<file path="config.mk">
export PLATFORM = sky130hd
export DESIGN_NAME = swt_watchdog
export DESIGN_NICKNAME = d
export VERILOG_FILES = /design/src/verilog/swt_pkg.sv /design/src/verilog/swt_watchdog.sv
export SDC_FILE = /design/constraint.sdc
export NUM_CORES = 1
export LEC_CHECK = 0
export ABC_AREA = 1
export BUFFER_PORTS_ARGS = -buffer_cell sky130_fd_sc_hd__buf_4
export CORE_MARGIN = 1.5
export CORE_UTILIZATION = 50
export DETAILED_ROUTE_END_ITERATION = 10
export GPL_ROUTABILITY_DRIVEN = 0
export PLACE_DENSITY = 0.73
export SYNTH_ARGS = -nofsm -noshare
export SYNTH_HDL_FRONTEND = slang
export SYNTH_SLANG_ARGS = --single-unit
</file>
<file path="constraint.sdc">
create_clock -name clock -period 1.35 [get_ports clock]
set_input_delay 0.27 -clock clock [delete_from_list [all_inputs] [get_ports clock]]
set_output_delay 0.27 -clock clock [all_outputs]
set_load 0.005 [all_outputs]
</file>
<file path="src/verilog/swt_pkg.sv">
// Purpose: Shared constants and carriers for the system watchdog timer
// Assumes: AXI4-Lite register access, 32-bit data, one clock at 50 MHz
// Notes:   Offsets are byte addresses of aligned words
package swt_pkg;

    // ----------------------------------------------------------------
    // Bus geometry
    // ----------------------------------------------------------------
    localparam int SWT_ADDR_W = 8;
    localparam logic [1:0] RESP_OKAY = 2'h0;
    localparam logic [1:0] RESP_SLVERR = 2'h2;

    // ----------------------------------------------------------------
    // Register offsets
    // ----------------------------------------------------------------
    localparam logic [SWT_ADDR_W-1:0] OFF_WDOG = 8'h00;    // watchdog_ctrl_status
    localparam logic [SWT_ADDR_W-1:0] OFF_CLKCFG = 8'h04;  // clock_timing_config
    localparam logic [SWT_ADDR_W-1:0] OFF_IRQEN = 8'h08;   // extended_irq_enable
    localparam logic [SWT_ADDR_W-1:0] OFF_GIRQ = 8'h0c;    // global_irq_enable holder
    localparam logic [SWT_ADDR_W-1:0] OFF_TAKEY = 8'h10;   // Timed access key port

    // ----------------------------------------------------------------
    // Field positions and reset values
    // ----------------------------------------------------------------
    localparam int BIT_RESTART = 0;
    localparam int BIT_RST_EN = 1;
    localparam int BIT_RST_CAUSE = 2;
    localparam int BIT_TIMEOUT = 3;
    localparam int BIT_SEL_LO = 6;
    localparam int BIT_SEL_HI = 7;
    localparam int BIT_WDOG_IE = 4;
    localparam int BIT_GLOBAL_IE = 7;
    localparam logic [7:0] CLKCFG_RESET = 8'h00;
    localparam logic [7:0] IRQEN_RESET = 8'h00;
    localparam logic [7:0] GIRQ_RESET = 8'h00;

    // ----------------------------------------------------------------
    // Timed access keys
    // ----------------------------------------------------------------
    localparam logic [7:0] TA_KEY1 = 8'haa;
    localparam logic [7:0] TA_KEY2 = 8'h55;

    // ----------------------------------------------------------------
    // Timing, in Hz, system clocks and machine cycles
    // ----------------------------------------------------------------
    localparam int CLK_FREQ_HZ = 50000000;
    localparam int MCYCLE_CLKS = 4;
    localparam int WDRST_MCYCLES = 2;
    localparam int WDRST_CLKS = WDRST_MCYCLES * MCYCLE_CLKS;
    localparam int GRACE_CLKS = 512;
    localparam int TA_WINDOW_MCYCLES = 3;
    localparam int TA_WINDOW_CLKS = TA_WINDOW_MCYCLES * MCYCLE_CLKS;

    typedef enum logic [1:0] {
        TA_IDLE,
        TA_GOT_KEY1,
        TA_OPEN
    } swt_ta_state_t;

    typedef struct packed {
        logic awvalid;
        logic [SWT_ADDR_W-1:0] awaddr;
        logic wvalid;
        logic [31:0] wdata;
        logic [3:0] wstrb;
        logic bready;
        logic arvalid;
        logic [SWT_ADDR_W-1:0] araddr;
        logic rready;
    } swt_axil_req_t;

    typedef struct packed {
        logic awready;
        logic wready;
        logic bvalid;
        logic [1:0] bresp;
        logic arready;
        logic rvalid;
        logic [31:0] rdata;
        logic [1:0] rresp;
    } swt_axil_rsp_t;

endpackage

</file>
<file path="src/verilog/swt_watchdog.sv">
// Purpose: System watchdog timer with timed-access protected controls
// Assumes: rst_n is the power-on/fail reset; bus master follows AXI4-Lite
// Notes:   wdog_sys_rst is the watchdog-caused system reset request
//
// The AXI4-Lite interface to the registers and the address map are this design's own decisions.
`timescale 1ns/1ps

// Behaviour
// - Counts system clocks from restart to interval
// - Select 00..11 gives 2^17/2^20/2^23/2^26 clocks
// - Select bits sit at config bits 7:6
// - Select resets to shortest interval
// - Interval end sets time-out flag bit 3
// - Without enables, flag sets every interval
// - Restart bit clears counter, self-clears
// - Reset 512 clocks after time-out if enabled
// - Watchdog reset lasts two machine cycles, sets cause
// - Reset enable arms reset; counter keeps running
// - Interrupt needs flag, own and global enable
// - Interrupt and reset enabled independently
// - Software or any reset clears time-out flag
// - Cause flag cleared by software or power reset
// - Power reset disables; watchdog reset restarts counter
// - Protected bits change only via timed access
module swt_watchdog #(
    parameter int CNT_W = 27,
    parameter int TO_CLKS_0 = 131072,
    parameter int TO_CLKS_1 = 1048576,
    parameter int TO_CLKS_2 = 8388608,
    parameter int TO_CLKS_3 = 67108864
) (
    input wire logic clock,
    input wire logic rst_n,
    input wire swt_pkg::swt_axil_req_t req,
    output swt_pkg::swt_axil_rsp_t rsp,
    output logic wdog_irq,
    output logic wdog_sys_rst
);
    import swt_pkg::*;

    // ----------------------------------------------------------------
    // Declarations
    // ----------------------------------------------------------------
    logic [7:0] clock_timing_config, extended_irq_enable, global_irq_reg;
    logic wdog_timeout_flag, wdog_reset_cause_flag, wdog_reset_enable, running, grace_on;
    logic [CNT_W-1:0] cnt, limit_m1;
    logic [9:0] grace_cnt;
    logic [3:0] rst_cnt, ta_cnt;
    swt_ta_state_t ta_state;
    logic wr_hit, rd_hit, wr_lane, wr_mapped, rd_mapped;
    logic wdog_wr, prot_wr, ta_wr, wdog_restart, timeout, wd_fire;
    logic [31:0] next_rdata;
    localparam logic [9:0] GRACE_LAST = 10'(GRACE_CLKS - 1);
    localparam logic [3:0] WDRST_LAST = 4'(WDRST_CLKS - 1);
    localparam logic [3:0] TA_LAST = 4'(TA_WINDOW_CLKS - 1);

    // ----------------------------------------------------------------
    // Bus decode
    // ----------------------------------------------------------------
    // Write happens on the address/data handshake cycle
    assign wr_hit = req.awvalid && rsp.awready;
    assign rd_hit = req.arvalid && rsp.arready;
    assign wr_lane = req.wstrb[0];
    assign wr_mapped = (req.awaddr[1:0] == 2'h0) && (req.awaddr <= OFF_TAKEY);
    assign rd_mapped = (req.araddr[1:0] == 2'h0) && (req.araddr <= OFF_TAKEY);
    assign wdog_wr = wr_hit && wr_lane && (req.awaddr == OFF_WDOG);
    assign ta_wr = wr_hit && wr_lane && (req.awaddr == OFF_TAKEY);
    assign prot_wr = wdog_wr && (ta_state == TA_OPEN);
    assign wdog_restart = prot_wr && req.wdata[BIT_RESTART];
    // Read data mux; restart bit and key port read as zero
    always_comb begin
        next_rdata = 32'h0;
        case (req.araddr)
            OFF_WDOG: next_rdata[BIT_TIMEOUT:BIT_RST_EN] = {wdog_timeout_flag,
                wdog_reset_cause_flag, wdog_reset_enable};
            OFF_CLKCFG: next_rdata[7:0] = clock_timing_config;
            OFF_IRQEN: next_rdata[7:0] = extended_irq_enable;
            OFF_GIRQ: next_rdata[7:0] = global_irq_reg;
            default: next_rdata = 32'h0;
        endcase
    end

    // ----------------------------------------------------------------
    // AXI4-Lite slave handshakes
    // ----------------------------------------------------------------
    // Address and data are taken together once both are offered
    always_ff @(posedge clock) begin
        if (!rst_n) begin
            rsp <= '0;
        end else begin
            rsp.awready <= req.awvalid && req.wvalid && !rsp.awready && !rsp.bvalid;
            rsp.wready <= req.awvalid && req.wvalid && !rsp.awready && !rsp.bvalid;
            if (wr_hit) begin
                rsp.bvalid <= 1'b1;
                rsp.bresp <= wr_mapped ? RESP_OKAY : RESP_SLVERR;
            end else if (req.bready) begin
                rsp.bvalid <= 1'b0;
            end
            rsp.arready <= req.arvalid && !rsp.arready && !rsp.rvalid;
            if (rd_hit) begin
                rsp.rvalid <= 1'b1;
                rsp.rdata <= next_rdata;
                rsp.rresp <= rd_mapped ? RESP_OKAY : RESP_SLVERR;
            end else if (req.rready) begin
                rsp.rvalid <= 1'b0;
            end
        end
    end

    // ----------------------------------------------------------------
    // Plain configuration registers
    // ----------------------------------------------------------------
    // Select field resets to the shortest interval
    always_ff @(posedge clock) begin
        if (!rst_n) begin
            clock_timing_config <= CLKCFG_RESET;
            extended_irq_enable <= IRQEN_RESET;
            global_irq_reg <= GIRQ_RESET;
        end else if (wr_hit && wr_lane) begin
            case (req.awaddr)
                OFF_CLKCFG: clock_timing_config <= req.wdata[7:0];
                OFF_IRQEN: extended_irq_enable <= req.wdata[7:0];
                OFF_GIRQ: global_irq_reg <= req.wdata[7:0];
                default: ;
            endcase
        end
    end

    // ----------------------------------------------------------------
    // Timed access unlock
    // ----------------------------------------------------------------
    // Two key writes open a short window; one protected write closes it
    always_ff @(posedge clock) begin
        if (!rst_n) begin
            ta_state <= TA_IDLE;
            ta_cnt <= 4'h0;
        end else if (prot_wr) begin
            ta_state <= TA_IDLE;
        end else begin
            case (ta_state)
                TA_IDLE: begin
                    if (ta_wr && req.wdata[7:0] == TA_KEY1) begin
                        ta_state <= TA_GOT_KEY1;
                        ta_cnt <= TA_LAST;
                    end
                end
                TA_GOT_KEY1: begin
                    if (ta_wr) begin
                        ta_state <= (req.wdata[7:0] == TA_KEY2) ? TA_OPEN : TA_IDLE;
                        ta_cnt <= TA_LAST;
                    end else if (ta_cnt == 4'h0) begin
                        ta_state <= TA_IDLE;
                    end else begin
                        ta_cnt <= ta_cnt - 4'h1;
                    end
                end
                TA_OPEN: begin
                    if (ta_cnt == 4'h0) begin
                        ta_state <= TA_IDLE;
                    end else begin
                        ta_cnt <= ta_cnt - 4'h1;
                    end
                end
                default: ta_state <= TA_IDLE;
            endcase
        end
    end

    // ----------------------------------------------------------------
    // Interval counter
    // ----------------------------------------------------------------
    // Interval lookup from the two select bits
    always_comb begin
        case ({clock_timing_config[BIT_SEL_HI], clock_timing_config[BIT_SEL_LO]})
            2'h0: limit_m1 = CNT_W'(TO_CLKS_0 - 1);
            2'h1: limit_m1 = CNT_W'(TO_CLKS_1 - 1);
            2'h2: limit_m1 = CNT_W'(TO_CLKS_2 - 1);
            default: limit_m1 = CNT_W'(TO_CLKS_3 - 1);
        endcase
    end
    assign timeout = running && !wdog_sys_rst && !wdog_restart && (cnt == limit_m1);
    // Running flag: off after power reset, on after first restart
    always_ff @(posedge clock) begin
        running <= rst_n && (running || wdog_restart);
    end
    // Free divider of system clocks, wraps every interval
    always_ff @(posedge clock) begin
        if (!rst_n || wdog_sys_rst || wdog_restart) begin
            cnt <= '0;
        end else if (running) begin
            cnt <= (cnt == limit_m1) ? '0 : cnt + 1'b1;
        end
    end

    // ----------------------------------------------------------------
    // Grace phase and watchdog reset
    // ----------------------------------------------------------------
    assign wd_fire = grace_on && (grace_cnt == GRACE_LAST) && wdog_reset_enable &&
                     !wdog_restart;
    // 512-clock wait after each time-out; a restart cancels it
    always_ff @(posedge clock) begin
        if (!rst_n || wdog_sys_rst || wdog_restart) begin
            grace_on <= 1'b0;
            grace_cnt <= 10'h0;
        end else if (timeout) begin
            grace_on <= 1'b1;
            grace_cnt <= 10'h0;
        end else if (grace_on) begin
            grace_on <= (grace_cnt != GRACE_LAST);
            grace_cnt <= grace_cnt + 10'h1;
        end
    end
    // Reset pulse of two machine cycles
    always_ff @(posedge clock) begin
        if (!rst_n) begin
            wdog_sys_rst <= 1'b0;
            rst_cnt <= 4'h0;
        end else if (wd_fire) begin
            wdog_sys_rst <= 1'b1;
            rst_cnt <= 4'h0;
        end else if (wdog_sys_rst) begin
            wdog_sys_rst <= (rst_cnt != WDRST_LAST);
            rst_cnt <= rst_cnt + 4'h1;
        end
    end

    // ----------------------------------------------------------------
    // Control and status flags
    // ----------------------------------------------------------------
    // Time-out flag: set wins over a software clear
    always_ff @(posedge clock) begin
        if (!rst_n || wdog_sys_rst) begin
            wdog_timeout_flag <= 1'b0;
        end else if (timeout) begin
            wdog_timeout_flag <= 1'b1;
        end else if (prot_wr) begin
            wdog_timeout_flag <= req.wdata[BIT_TIMEOUT];
        end
    end
    // Reset cause: set by a watchdog reset, cleared by writing zero
    always_ff @(posedge clock) begin
        if (!rst_n) begin
            wdog_reset_cause_flag <= 1'b0;
        end else if (wd_fire) begin
            wdog_reset_cause_flag <= 1'b1;
        end else if (wdog_wr && !req.wdata[BIT_RST_CAUSE]) begin
            wdog_reset_cause_flag <= 1'b0;
        end
    end
    // Reset enable survives a watchdog reset
    always_ff @(posedge clock) begin
        if (!rst_n) begin
            wdog_reset_enable <= 1'b0;
        end else if (prot_wr) begin
            wdog_reset_enable <= req.wdata[BIT_RST_EN];
        end
    end
    // Interrupt request, independent of the reset path
    always_ff @(posedge clock) begin
        wdog_irq <= rst_n && wdog_timeout_flag && extended_irq_enable[BIT_WDOG_IE] &&
                    global_irq_reg[BIT_GLOBAL_IE];
    end
endmodule

</file>
# After elaboration in Yosys (flattened, before gate mapping)
# Index checks and enable logic that the tools add are counted.
# W data, S select, Z words.
[word_totals]
out_inout_bits = 43
romBits = 0
memories = 0
latch_bits = 0
ff_bits = 94
mem_bits_rw = 0
in_bits = 59
[op_classes]
n_bitwise = 2
n_div = 0
n_eq_ne = 18
n_reduce_logical = 56
addsub = 4
shift = 0
mux = 28
n_lt_le_gt_ge = 2
multipliers = 0
[ops]
columns = ["cell", "n"]
rows = [
  ["$pmux W26 S3", 1],
  ["$eq A8 B4 Y1 const B", 4],
  ["$add A27 B1 Y27 const B", 1],
  ["$eq A27 B27 Y1", 1],
  ["$mux W27", 1],
  ["$logic_and A1 B1 Y1", 26],
  ["$pmux W4 S3", 2],
  ["$eq A8 B3 Y1 const B", 2],
  ["$le A8 B5 Y1 const B", 2],
  ["$logic_not A8 Y1", 2],
  ["$mux W1", 12],
  ["$mux W2", 6],
  ["$mux W4", 3],
  ["$pmux W3 S4", 1],
  ["$add A10 B1 Y10 const B", 1],
  ["$eq A10 B9 Y1 const B", 1],
  ["$ne A10 B9 Y1 const B", 1],
  ["$eq A8 B5 Y1 const B", 1],
  ["$eq A8 B7 Y1 const B", 1],
  ["$eq A8 B8 Y1 const B", 1],
  ["$logic_not A1 Y1", 8],
  ["$logic_not A2 Y1", 4],
  ["$reduce_bool A2 Y1", 4],
  ["$pmux W2 S3", 1],
  ["14 further kinds", 23],
]

# Depth between registers and ports, before layout
# Gate-level depths: netlist (run 1).
[depth]
word_depth = 9
mapped_depth = 10
mapped_depth_nobuf = 10

# Worst setup path after synthesis (run 1)
# OpenSTA, ideal clock, no wires.
[synth_timing]
path_type = "reg-to-reg"
start = "register cnt[0]"
end = "register cnt[23]"
synth_period_minus_slack_ns = 1.463
t_required_ns = 1.238
stages_incl_launch_ff = 10
setup_ns = 0.112
path_slack_ns = -0.113
arrival_time_ns = 1.351
cell_sequence = "dfxtp_1 > ha_1 > nand3_2 > nor2_2 > nand4_1 > nor2_1 > nand3_2 > nand2_4 > buf_6 > nor2_1"
[synth_between]
elab_chain_len = 2
word_cells_on_any_way = 3
[synth_rtl]
columns = ["item", "line_no", "source"]
rows = [
  ["start, declared", "swt_watchdog.sv:46", "logic [CNT_W-1:0] cnt, limit_m1;"],
  ["start signal, assigned", "swt_watchdog.sv:191", "cnt <= (cnt == limit_m1) ? '0 : cnt + 1'b1;"],
  ["$add A27 B1 Y27 or $eq A27 B27 Y1 (tied branches)", "swt_watchdog.sv:191", ""],
  ["$mux W27 (*)", "swt_watchdog.sv:191", ""],
]
# Every way passes the cells marked *; elsewhere a longest branch is shown, timed or not.
# A chain may end at the register's enable or synchronous reset.

# Worst setup path in the final report (run 1)
[layout_timing]
start = "register cnt[0]"
end = "register cnt[26]"
# Same word-level chain as after synthesis.

==> impl_metrics.ini, run 1 <==
[setup_path]
r2r_slack_ns = -0.14
cp.required_ns = 1.62
cp_cell_sequence = ha_4 -> nand3_4 -> nor2_4 -> buf_6 -> nand2_4 -> nor2_4 -> nand3_2 -> inv_2 -> nand3_2 -> nand2_2 -> nor2_1
end_kind = register
rr_endpoint = cnt[26]$_SDFFE_PP0P_
r2r-start = cnt[0]$_SDFFE_PP0P_
path_buf_inv = 2
max_stage_delay_ns = 0.36
worstPathArrival_ns = 1.76
critPathTopFamily = simple AND/OR/NAND/NOR gates
r2r_cells = 11
cp_slowest_cell = dfxtp_2
critPathKind = register to register
cp_max_fo = 5
worstSetupStartpointType = register

[yosys]
ys.warnings.count = 0
yosysSeqAreaShare_pct = 38.10
synthCells = 689
synthFlopType = dfxtp_1
yosys.cell_types.count = 38
ys_ff_latch = 92
synth_common_cells = nand2_1 (134), nor2_1 (112), dfxtp_1 (92)
syn_area_per_cell_um2 = 7.017
synth_top_cell_area_share_pct = 38.10
synth_area_um2 = 4835
yosysTopAreaCell = dfxtp_1
async_flop_share_pct = 0
synth.area.top_cells = dfxtp_1 (38%), nand2_1 (10%), nor2_1 (8.7%), nand3_1 (5.9%), inv_1 (4.7%)
synth-edff-count = 0
yosysMostFrequentCell = nand2_1

[floorplanning]
ios = 102
rows = 35
initial_core_util_pct = 51.83
die_w_um = 101.3
fp.coreArea_um2 = 9328
die_h_um = 101.3
die-area_um2 = 10270

[hold_path]
worstHoldStart = req[47]
min_path_cells = 3
hold_end = rsp[39]$_SDFF_PN0_
min_path_type = primary input to register

[placed_design]
port_buffers = 48
place_hpwl_um = 8777
dp_slack_ns = -0.1973

[power]
power_density_nw_per_um2 = 778.8
peakVddDrop_uv = 662.8
p_leak_nw = 2.713

[cts]
clock_path_buffers = 2
cts.sinks = 92
clkTransAtPathRegs_ns = 0.10
cts-root-buf = clkbuf_8
clk-insertion-delay-late_ns = 0.36
htree_num_levels = 3
numCtsBuffers = 9
cts_tree = built

[sta]
fin_crit_sh_pct = 110.6
setup-violations-final = 37
rsz0062_at_grt = true
timing.final.ws_setup_ns = -0.1424
hold_viol = 0
fmax_mhz = 670.0
hold_ws_ns = 0.1462
fin_crit_ns = 1.492
fin_skew_ns = 0.01232
drv_slew = 0

[layout]
area_delta_synth_final_pct = 33.05
fin_util_pct = 68.96
multi_input_area_um2 = 2828
regMostFlops = cnt
fillers = 774
reg_top3 = cnt: 27 flops, rsp: 14 flops, grace_cnt: 10 flops
nets = 901
drive_gt1_share_pct = 31.11
largest_reg_flops = 27
antenna_cells = 0
regArea_um2 = 1856

[global_routing]
antenna_found_initial = 0
grt_pass1_vias = 4517
grt_usage_pct = 23.76
grt_max_degree = 36
grt-ovfl-total = 0
grt_pass1_wl_um = 19510

[drt]
drcViolationCount = 0
post_drt_wl_per_cell_um = 12.32
vias_per_cell = 4.985
ant_nets = 0
drt_iter0_markers = 172
via_count = 4825
finalWirelength_um = 11920
dr.pass1.iters = 4

[run_status]
violations = negative setup slack
status = finished with violations

[run]
drv_cap = 0
cells by family after synthesis:
family                   count (synthesis)  synth area share, %
adder cells (fa/ha/maj)                  8                2.070
AND/OR/NAND/NOR                        371                34.55
buffers and inverters                  105                10.77
AO/OA/AOI/OAI                           81                8.799
other                                    1              0.07757
multiplexers                             1               0.2070
flip-flops                              92                38.10
XOR/XNOR                                30                5.435
timing repair:
action | CTS | global route
endpoints found under the setup margin | 41 | 70
hold buffers | 0 | 0
pin swaps | 12 | 18
gates resized for setup | 24 | 62
setup buffers | 3 | 2
hold endpoints to repair | 0 | 0
power breakdown:
part	switching [mW]	total, mW	internal, mW
logic	0.305	0.536	0.231
clock network	1.04	1.73	0.688
registers	0.0150	2.75	2.73
total	1.36	5.01	3.65
cell type report:
cell class	count	area share [%]
multi-input cells	517	43.96
clock buffers	10	1.984
clock inverters	6	0.7197
well taps	129	2.509
flip-flops and latches	92	28.85
inverters	65	3.793
repair buffers	149	18.19
cell usage in the layout, fill, tap and decap left out, types with 3 or more instances in the layout:
| master | synthesis | routed |
|---|---|---|
| nand3_1 | 57 | 49 |
| dfxtp_2 | 0 | 11 |
| nand2_2 | 5 | 13 |
| nor2_2 | 7 | 16 |
| nor2_4 | 4 | 7 |
| nor3_2 | 3 | 5 |
| buf_4 | 28 | 140 |
| nand2_4 | 1 | 5 |
| nand3_2 | 4 | 11 |
| inv_1 | 60 | 52 |
| xnor2_1 | 10 | 10 |
| nand2_1 | 134 | 122 |
| o21ai_0 | 33 | 29 |
| inv_2 | 3 | 11 |
| a21oi_1 | 42 | 35 |
| ha_4 | 0 | 5 |
| ha_1 | 8 | 3 |
| inv_6 | 0 | 3 |
| conb_1 | 1 | 26 |
| a21oi_2 | 0 | 7 |
| nand4_1 | 17 | 17 |
| dfxtp_1 | 92 | 81 |
| nor2_1 | 112 | 100 |
| clkbuf_8 | 0 | 9 |
| buf_6 | 2 | 7 |
| o21ai_1 | 0 | 4 |
| xor2_1 | 20 | 20 |
| nor3_1 | 17 | 15 |
worst max path at each step:
stage / startpoint / to / slack (ns) / cells past startpoint
final: cnt[0]$_SDFFE_PP0P_ / cnt[26]$_SDFFE_PP0P_ / -0.14 / 11
after CTS: cnt[0]$_SDFFE_PP0P_ / cnt[26]$_SDFFE_PP0P_ / -0.16 / 11
after global routing: cnt[13]$_SDFFE_PP0P_ / cnt[23]$_SDFFE_PP0P_ / -0.24 / 9
after floorplan: cnt[1]$_SDFFE_PP0P_ / cnt[0]$_SDFFE_PP0P_ / -0.03 / 9
after global placement: cnt[1]$_SDFFE_PP0P_ / cnt[0]$_SDFFE_PP0P_ / -0.13 / 9
after detailed placement: cnt[1]$_SDFFE_PP0P_ / cnt[26]$_SDFFE_PP0P_ / -0.20 / 11
layer usage:
layer | global-route usage, % | wire length [um] | up-vias
met5 | 0 | 0 | -
li1 | - | - | 2465
met4 | 8.226 | 225 | 0
met3 | 4.624 | 482 | 20
met1 | 28.18 | 5231 | 2214
met2 | 42.80 | 5983 | 126
worst reg2reg max path: stages (launching register included):
cell and delay [ns]:
dfxtp_2 0.36, ha_4 0.16, nand3_4 0.07, nor2_4 0.12, buf_6 0.11, nand2_4 0.05
nor2_4 0.16, nand3_2 0.13, inv_2 0.07, nand3_2 0.07, nand2_2 0.08, nor2_1 0.03
stage by stage:
stage / TNS, ns / instance area, um^2 / total power [mW] / cells
2_1_floorplan: -0.6461 / 4956 / 3.106 / 714
3_3_place_gp: -6.509 / 5947 / 3.264 / 947
3_5_place_dp: -8.200 / 5947 / 3.279 / 947
4_1_cts: -3.463 / 6218 / 4.977 / 966
5_1_grt: -7.367 / 6432 / 5.246 / 968
6_report: -3.692 / 6432 / 5.010 / 968
Power figures use the tool's default switching activity.
==> run 2: changes to the inputs <==
Settings changed: CELL_PAD_IN_SITES_DETAIL_PLACEMENT set to 1, CELL_PAD_IN_SITES_GLOBAL_PLACEMENT set to 1, CORE_UTILIZATION 50 to 35, PLACE_DENSITY 0.73 to 0.72.
==> run 2 against run 1 <==
  * The run still ends with negative setup slack left
  * Largest cell class unchanged
  * Combinational power rose by 9.3%
  * Clock power grew 61%
  * Utilization decreased by 17 points
  * Cell count is 5.9% higher
  * Hold slack better by 0.016 ns
  * Non-clock buffer count rose by 10
==> impl_metrics.ini, run 2 (synthesized netlist as in run 1, its figures left out) <==
[floorplanning]
rows = 42
die_h_um = 120.5
ios = 102
die_w_um = 120.5
die-area_um2 = 14530
fp.coreArea_um2 = 13350
initial_core_util_pct = 36.22

[layout]
reg_top3 = cnt: 27 flops, rsp: 14 flops, grace_cnt: 10 flops
regMostFlops = cnt
fin_area_um2 = 6915
final_common_cell = buf_4
antenna_cells = 0
area_delta_synth_final_pct = 43.04
drive_gt1_share_pct = 34.98
nets = 911
final_cell_mix = buf_4 (149), nand2_1 (116), nor2_1 (92)
largest_reg_flops = 27

[drt]
drcViolationCount = 0
finalWirelength_um = 15430
ant_nets = 0
dr.pass1.iters = 4
via_count = 4916
drt_iter0_markers = 171
vias_per_cell = 4.796
post_drt_wl_per_cell_um = 15.06

[sta]
setup-violations-final = 37
hold_viol = 0
fmax_mhz = 640.1
rsz0062_at_grt = true
hold_ws_ns = 0.1620
fin_crit_sh_pct = 115.7
timing.final.ws_setup_ns = -0.2122
drv_slew = 0
fin_skew_ns = 0.009399
fin_crit_ns = 1.562

[cts]
cts.sinks = 92
clk-insertion-delay-late_ns = 0.36
htree_num_levels = 3
numCtsBuffers = 9
clkTransAtPathRegs_ns = 0.07
cts-root-buf = clkbuf_16
cts_tree = built
clock_path_buffers = 2

[power]
combPwrFrac_pct = 9.6
p_sw_mw = 1.491
clockPowerShare_pct = 45.5
p_seq_share_pct = 44.9
p_leak_nw = 2.881
power_density_nw_per_um2 = 884.7
p_int_mw = 4.626
switching_share_pct = 24.38
peakVddDrop_uv = 487.0

[global_routing]
grt_pass1_vias = 5328
grt_pass1_wl_um = 25140
antenna_found_initial = 0
grt_max_degree = 36
grt_usage_pct = 21.69
grt-ovfl-total = 0

[run_status]
status = finished with violations
violations = negative setup slack

[placed_design]
place_hpwl_um = 11110
placed_area_um2 = 6063
port_buffers = 48

[setup_path]
end_kind = register
crit_top_cell = nor2_4
worstPathArrival_ns = 1.80
cp_max_fo = 5
cp_cell_sequence = buf_4 -> nand3_2 -> nor2_4 -> nand3_4 -> nor2_4 -> nand2_1 -> xor2_1 -> nor2_1
cp_slowest_cell = dfxtp_2
critPathTopFamily = simple AND/OR/NAND/NOR gates
max_stage_delay_ns = 0.35
cp.required_ns = 1.59
path_buf_inv = 1
worstSetupStartpointType = register
critPathKind = register to register

[run]
drv_cap = 0

[hold_path]
min_path_type = primary input to register
==> run 2: cell count changes in the layout (fill, tap and decap cells not counted), sizes merged <==
cell,change
buf,+10
bufinv,+2
clkinv,+1
clkinvlp,-2
inv,-1
==> run 2: per-stage QoR <==
stage,TNS (ns),std cells,worst slack [ns],utilization (%),power (mW)
final,-3.478,1025,-0.2122,51.81,6.118
after global placement,-7.863,1000,-0.2119,45.43,3.292
after global routing,-7.759,1025,-0.3105,51.81,6.349
after detailed placement,-11.08,1000,-0.2805,45.43,3.314
after floorplan,-0.6461,714,-0.03433,-,3.106
after CTS,-3.985,1019,-0.1579,49.88,6.147
==> run 2: metal layers <==
metal  share of wire (%)  track usage, %
met1                  42           24.71
met2                  55           40.94
met4                 1.1           5.809
met5                   0               0
met3                 2.4           4.245
==> run 2: worst paths after layout <==
path                        from                    to  slack (ns)  cells after the start
max          cnt[1]$_SDFFE_PP0P_  cnt[21]$_SDFFE_PP0P_       -0.21                      8
min                       req[9]    rsp[35]$_SDFF_PN0_        0.16                      3
max reg2reg  cnt[1]$_SDFFE_PP0P_  cnt[21]$_SDFFE_PP0P_       -0.21                      8
min reg2reg   rsp[35]$_SDFF_PN0_    rsp[35]$_SDFF_PN0_        0.45                      1
==> run 2: layout make-up <==
class	instances	area [um^2]
Fill cell	1688	6432
Timing Repair Buffer	159	1257
Clock inverter	6	95.09
Tap cell	176	220.2
Clock buffer	10	229.0
Sequential cell	92	1863
Multi-Input combinational cell	517	3004
Inverter	65	246.5
==> run 2: power groups by stage <==
stage               Clock (mW)  Combinational (mW)  Sequential, mW
finish                    2.78               0.586            2.75
global route              2.96               0.643            2.75
CTS                       2.87               0.534            2.75
detailed placement           0               0.505            2.81
global placement             0               0.484            2.81
floorplan                    0               0.297            2.81
==> run 2: worst min-delay path, cell delays in order <==
cell,delay [ns]
buf_4,0.11
nand2_1,0.05
nor3_1,0.04
==> run 2: timing repair <==
action	4_1_cts	5_1_grt
hold buffers	0	0
setup endpoints to repair	65	65
pin swaps	26	29
buffers inserted	3	6
endpoints found under the hold margin	0	0
resized for setup	64	69
==> run 3: changes to the inputs <==
Settings changed: CORE_UTILIZATION 35 to 39, PLACE_DENSITY 0.72 to 0.76.
Clock period 1.35 ns to 1.7 ns, I/O delays scaled along.
==> run 3 against run 2 <==
  * The run now ends clean
  * Utilization down 4.2 points
  * Via count down 7.3%
  * Clock power down 28%
  * Hold slack better by 0.071 ns
  * Combinational power down 39%
==> impl_metrics.ini, run 3 (synthesized netlist as in run 1, its figures left out) <==
[run_status]
status = finished clean

[layout]
regMostFlops = cnt
drive_gt1_share_pct = 16.21
fin_util_pct = 47.57
fin_area_um2 = 5738
nets = 821
reg_top3 = cnt: 27 flops, rsp: 14 flops, grace_cnt: 10 flops
area_delta_synth_final_pct = 18.69
fin_cells = 927
final_common_cell = nand2_1
antenna_cells = 0
largest_reg_flops = 27
final_cell_mix = nand2_1 (134), nor2_1 (110), dfxtp_1 (90)

[setup_path]
cp.required_ns = 1.95
worstSetupStartpointType = register
rr_endpoint = cnt[5]$_SDFFE_PP0P_
critPathTopFamily = simple AND/OR/NAND/NOR gates
max_stage_delay_ns = 0.34
critPathKind = register to register
path_depth = 9
r2r_cells = 9
endpoint = cnt[5]$_SDFFE_PP0P_
cp_max_fo = 15
cp_slowest_cell = dfxtp_1
r2r_slack_ns = 0.15
r2r-start = cnt[1]$_SDFFE_PP0P_
path_buf_inv = 1
worstPathArrival_ns = 1.80
end_kind = register
cp_cell_sequence = ha_2 -> nand3_2 -> nor2_4 -> nand4_1 -> nor2_2 -> nand3_2 -> nand2_4 -> buf_12 -> nor2_1
crit_top_cell = nand3_2
crit_start = cnt[1]$_SDFFE_PP0P_

[cts]
numCtsBuffers = 9
cts-root-buf = clkbuf_16
htree_num_levels = 3
clock_path_buffers = 2
cts.sinks = 92
clk-insertion-delay-late_ns = 0.36
clkTransAtPathRegs_ns = 0.07
cts_tree = built

[floorplanning]
die-area_um2 = 13070
die_h_um = 114.3
initial_core_util_pct = 40.08
ios = 102
fp.coreArea_um2 = 12060
rows = 40
die_w_um = 114.3

[sta]
hold_ws_ns = 0.2333
rsz0062_at_grt = false
timing.final.ws_setup_ns = 0.1489
hold_viol = 0
fin_crit_ns = 1.551
fin_tns_setup_ns = 0
fmax_mhz = 644.7
fin_skew_ns = 0.008270
setup-violations-final = 0
fin_crit_sh_pct = 91.24
drv_slew = 0

[global_routing]
grt_max_degree = 36
grt_pass1_wl_um = 22180
antenna_found_initial = 0
grt_pass1_vias = 4714
grt_usage_pct = 21.54
grt-ovfl-total = 0

[power]
p_leak_nw = 2.335
peakVddDrop_uv = 506.0
power_density_nw_per_um2 = 792.3
power_mw = 4.546

[hold_path]
min_path_type = primary input to register

[drt]
drt_iter0_markers = 154
vias_per_cell = 4.917
post_drt_wl_per_cell_um = 14.22
ant_nets = 0
dr.pass1.iters = 4
via_count = 4558
drcViolationCount = 0
finalWirelength_um = 13180

[placed_design]
place_hpwl_um = 9936
port_buffers = 48
dp.cells = 910
dp_slack_ns = 0.01378
placed_area_um2 = 5398

[run]
drv_cap = 0
## run 3: cell count changes in the layout (fill, tap and decap cells not counted), sizes merged
cell / change
bufinv: -2
buf: -90
inv: +2
clkinv: +1
clkbuf: -1
## run 3: worst min-delay path by stage
stage / from / to / slack [ns] / cells past startpoint
6_report: req[47] / rsp[39]$_SDFF_PN0_ / 0.23 / 3
5_1_grt: req[9] / rsp[35]$_SDFF_PN0_ / 0.23 / 3
4_1_cts: req[47] / rsp[39]$_SDFF_PN0_ / 0.23 / 3
3_5_place_dp: rsp[35]$_SDFF_PN0_ / rsp[35]$_SDFF_PN0_ / 0.45 / 1
3_3_place_gp: rsp[35]$_SDFF_PN0_ / rsp[35]$_SDFF_PN0_ / 0.44 / 1
2_1_floorplan: extended_irq_enable[4]$_SDFFE_PN0P_ / wdog_irq$_DFF_P_ / 0.44 / 2
## run 3: worst register-to-register path: cells and delay by family, from the launching register on
| family | cells | cell delay [ns] |
|---|---|---|
| fa+ha+maj | 1 | 0.21 |
| buf+inv | 1 | 0.14 |
| flops | 1 | 0.34 |
| simple gates | 7 | 0.76 |
## run 3: what timing repair did
item	CTS	global route
endpoints found under the setup margin	0	37
resized for setup	0	11
hold buffers	0	0
setup buffers	0	1
## run 3: final cells by class
type                            instances  area (um^2)
Clock buffer                            9        225.2
Clock inverter                          7        66.31
Fill cell                            1590         6324
Inverter                               65        244.0
Multi-Input combinational cell        517         2605
Sequential cell                        92         1844
Tap cell                              168        210.2
Timing Repair Buffer                   69        543.0
## run 3: where the power goes
group | leakage [nW] | switching (mW) | internal, mW
clock | 0.144 | 0.976 | 1.03
sequential | 0.743 | 0.0133 | 2.17
combinational | 1.45 | 0.220 | 0.136
## run 3: metal layers
layer | global-route usage (%) | routed length (um)
met5 | 0 | 0
met4 | 5.250 | 194
met3 | 5.241 | 398
met2 | 40.00 | 6828
met1 | 24.79 | 5758
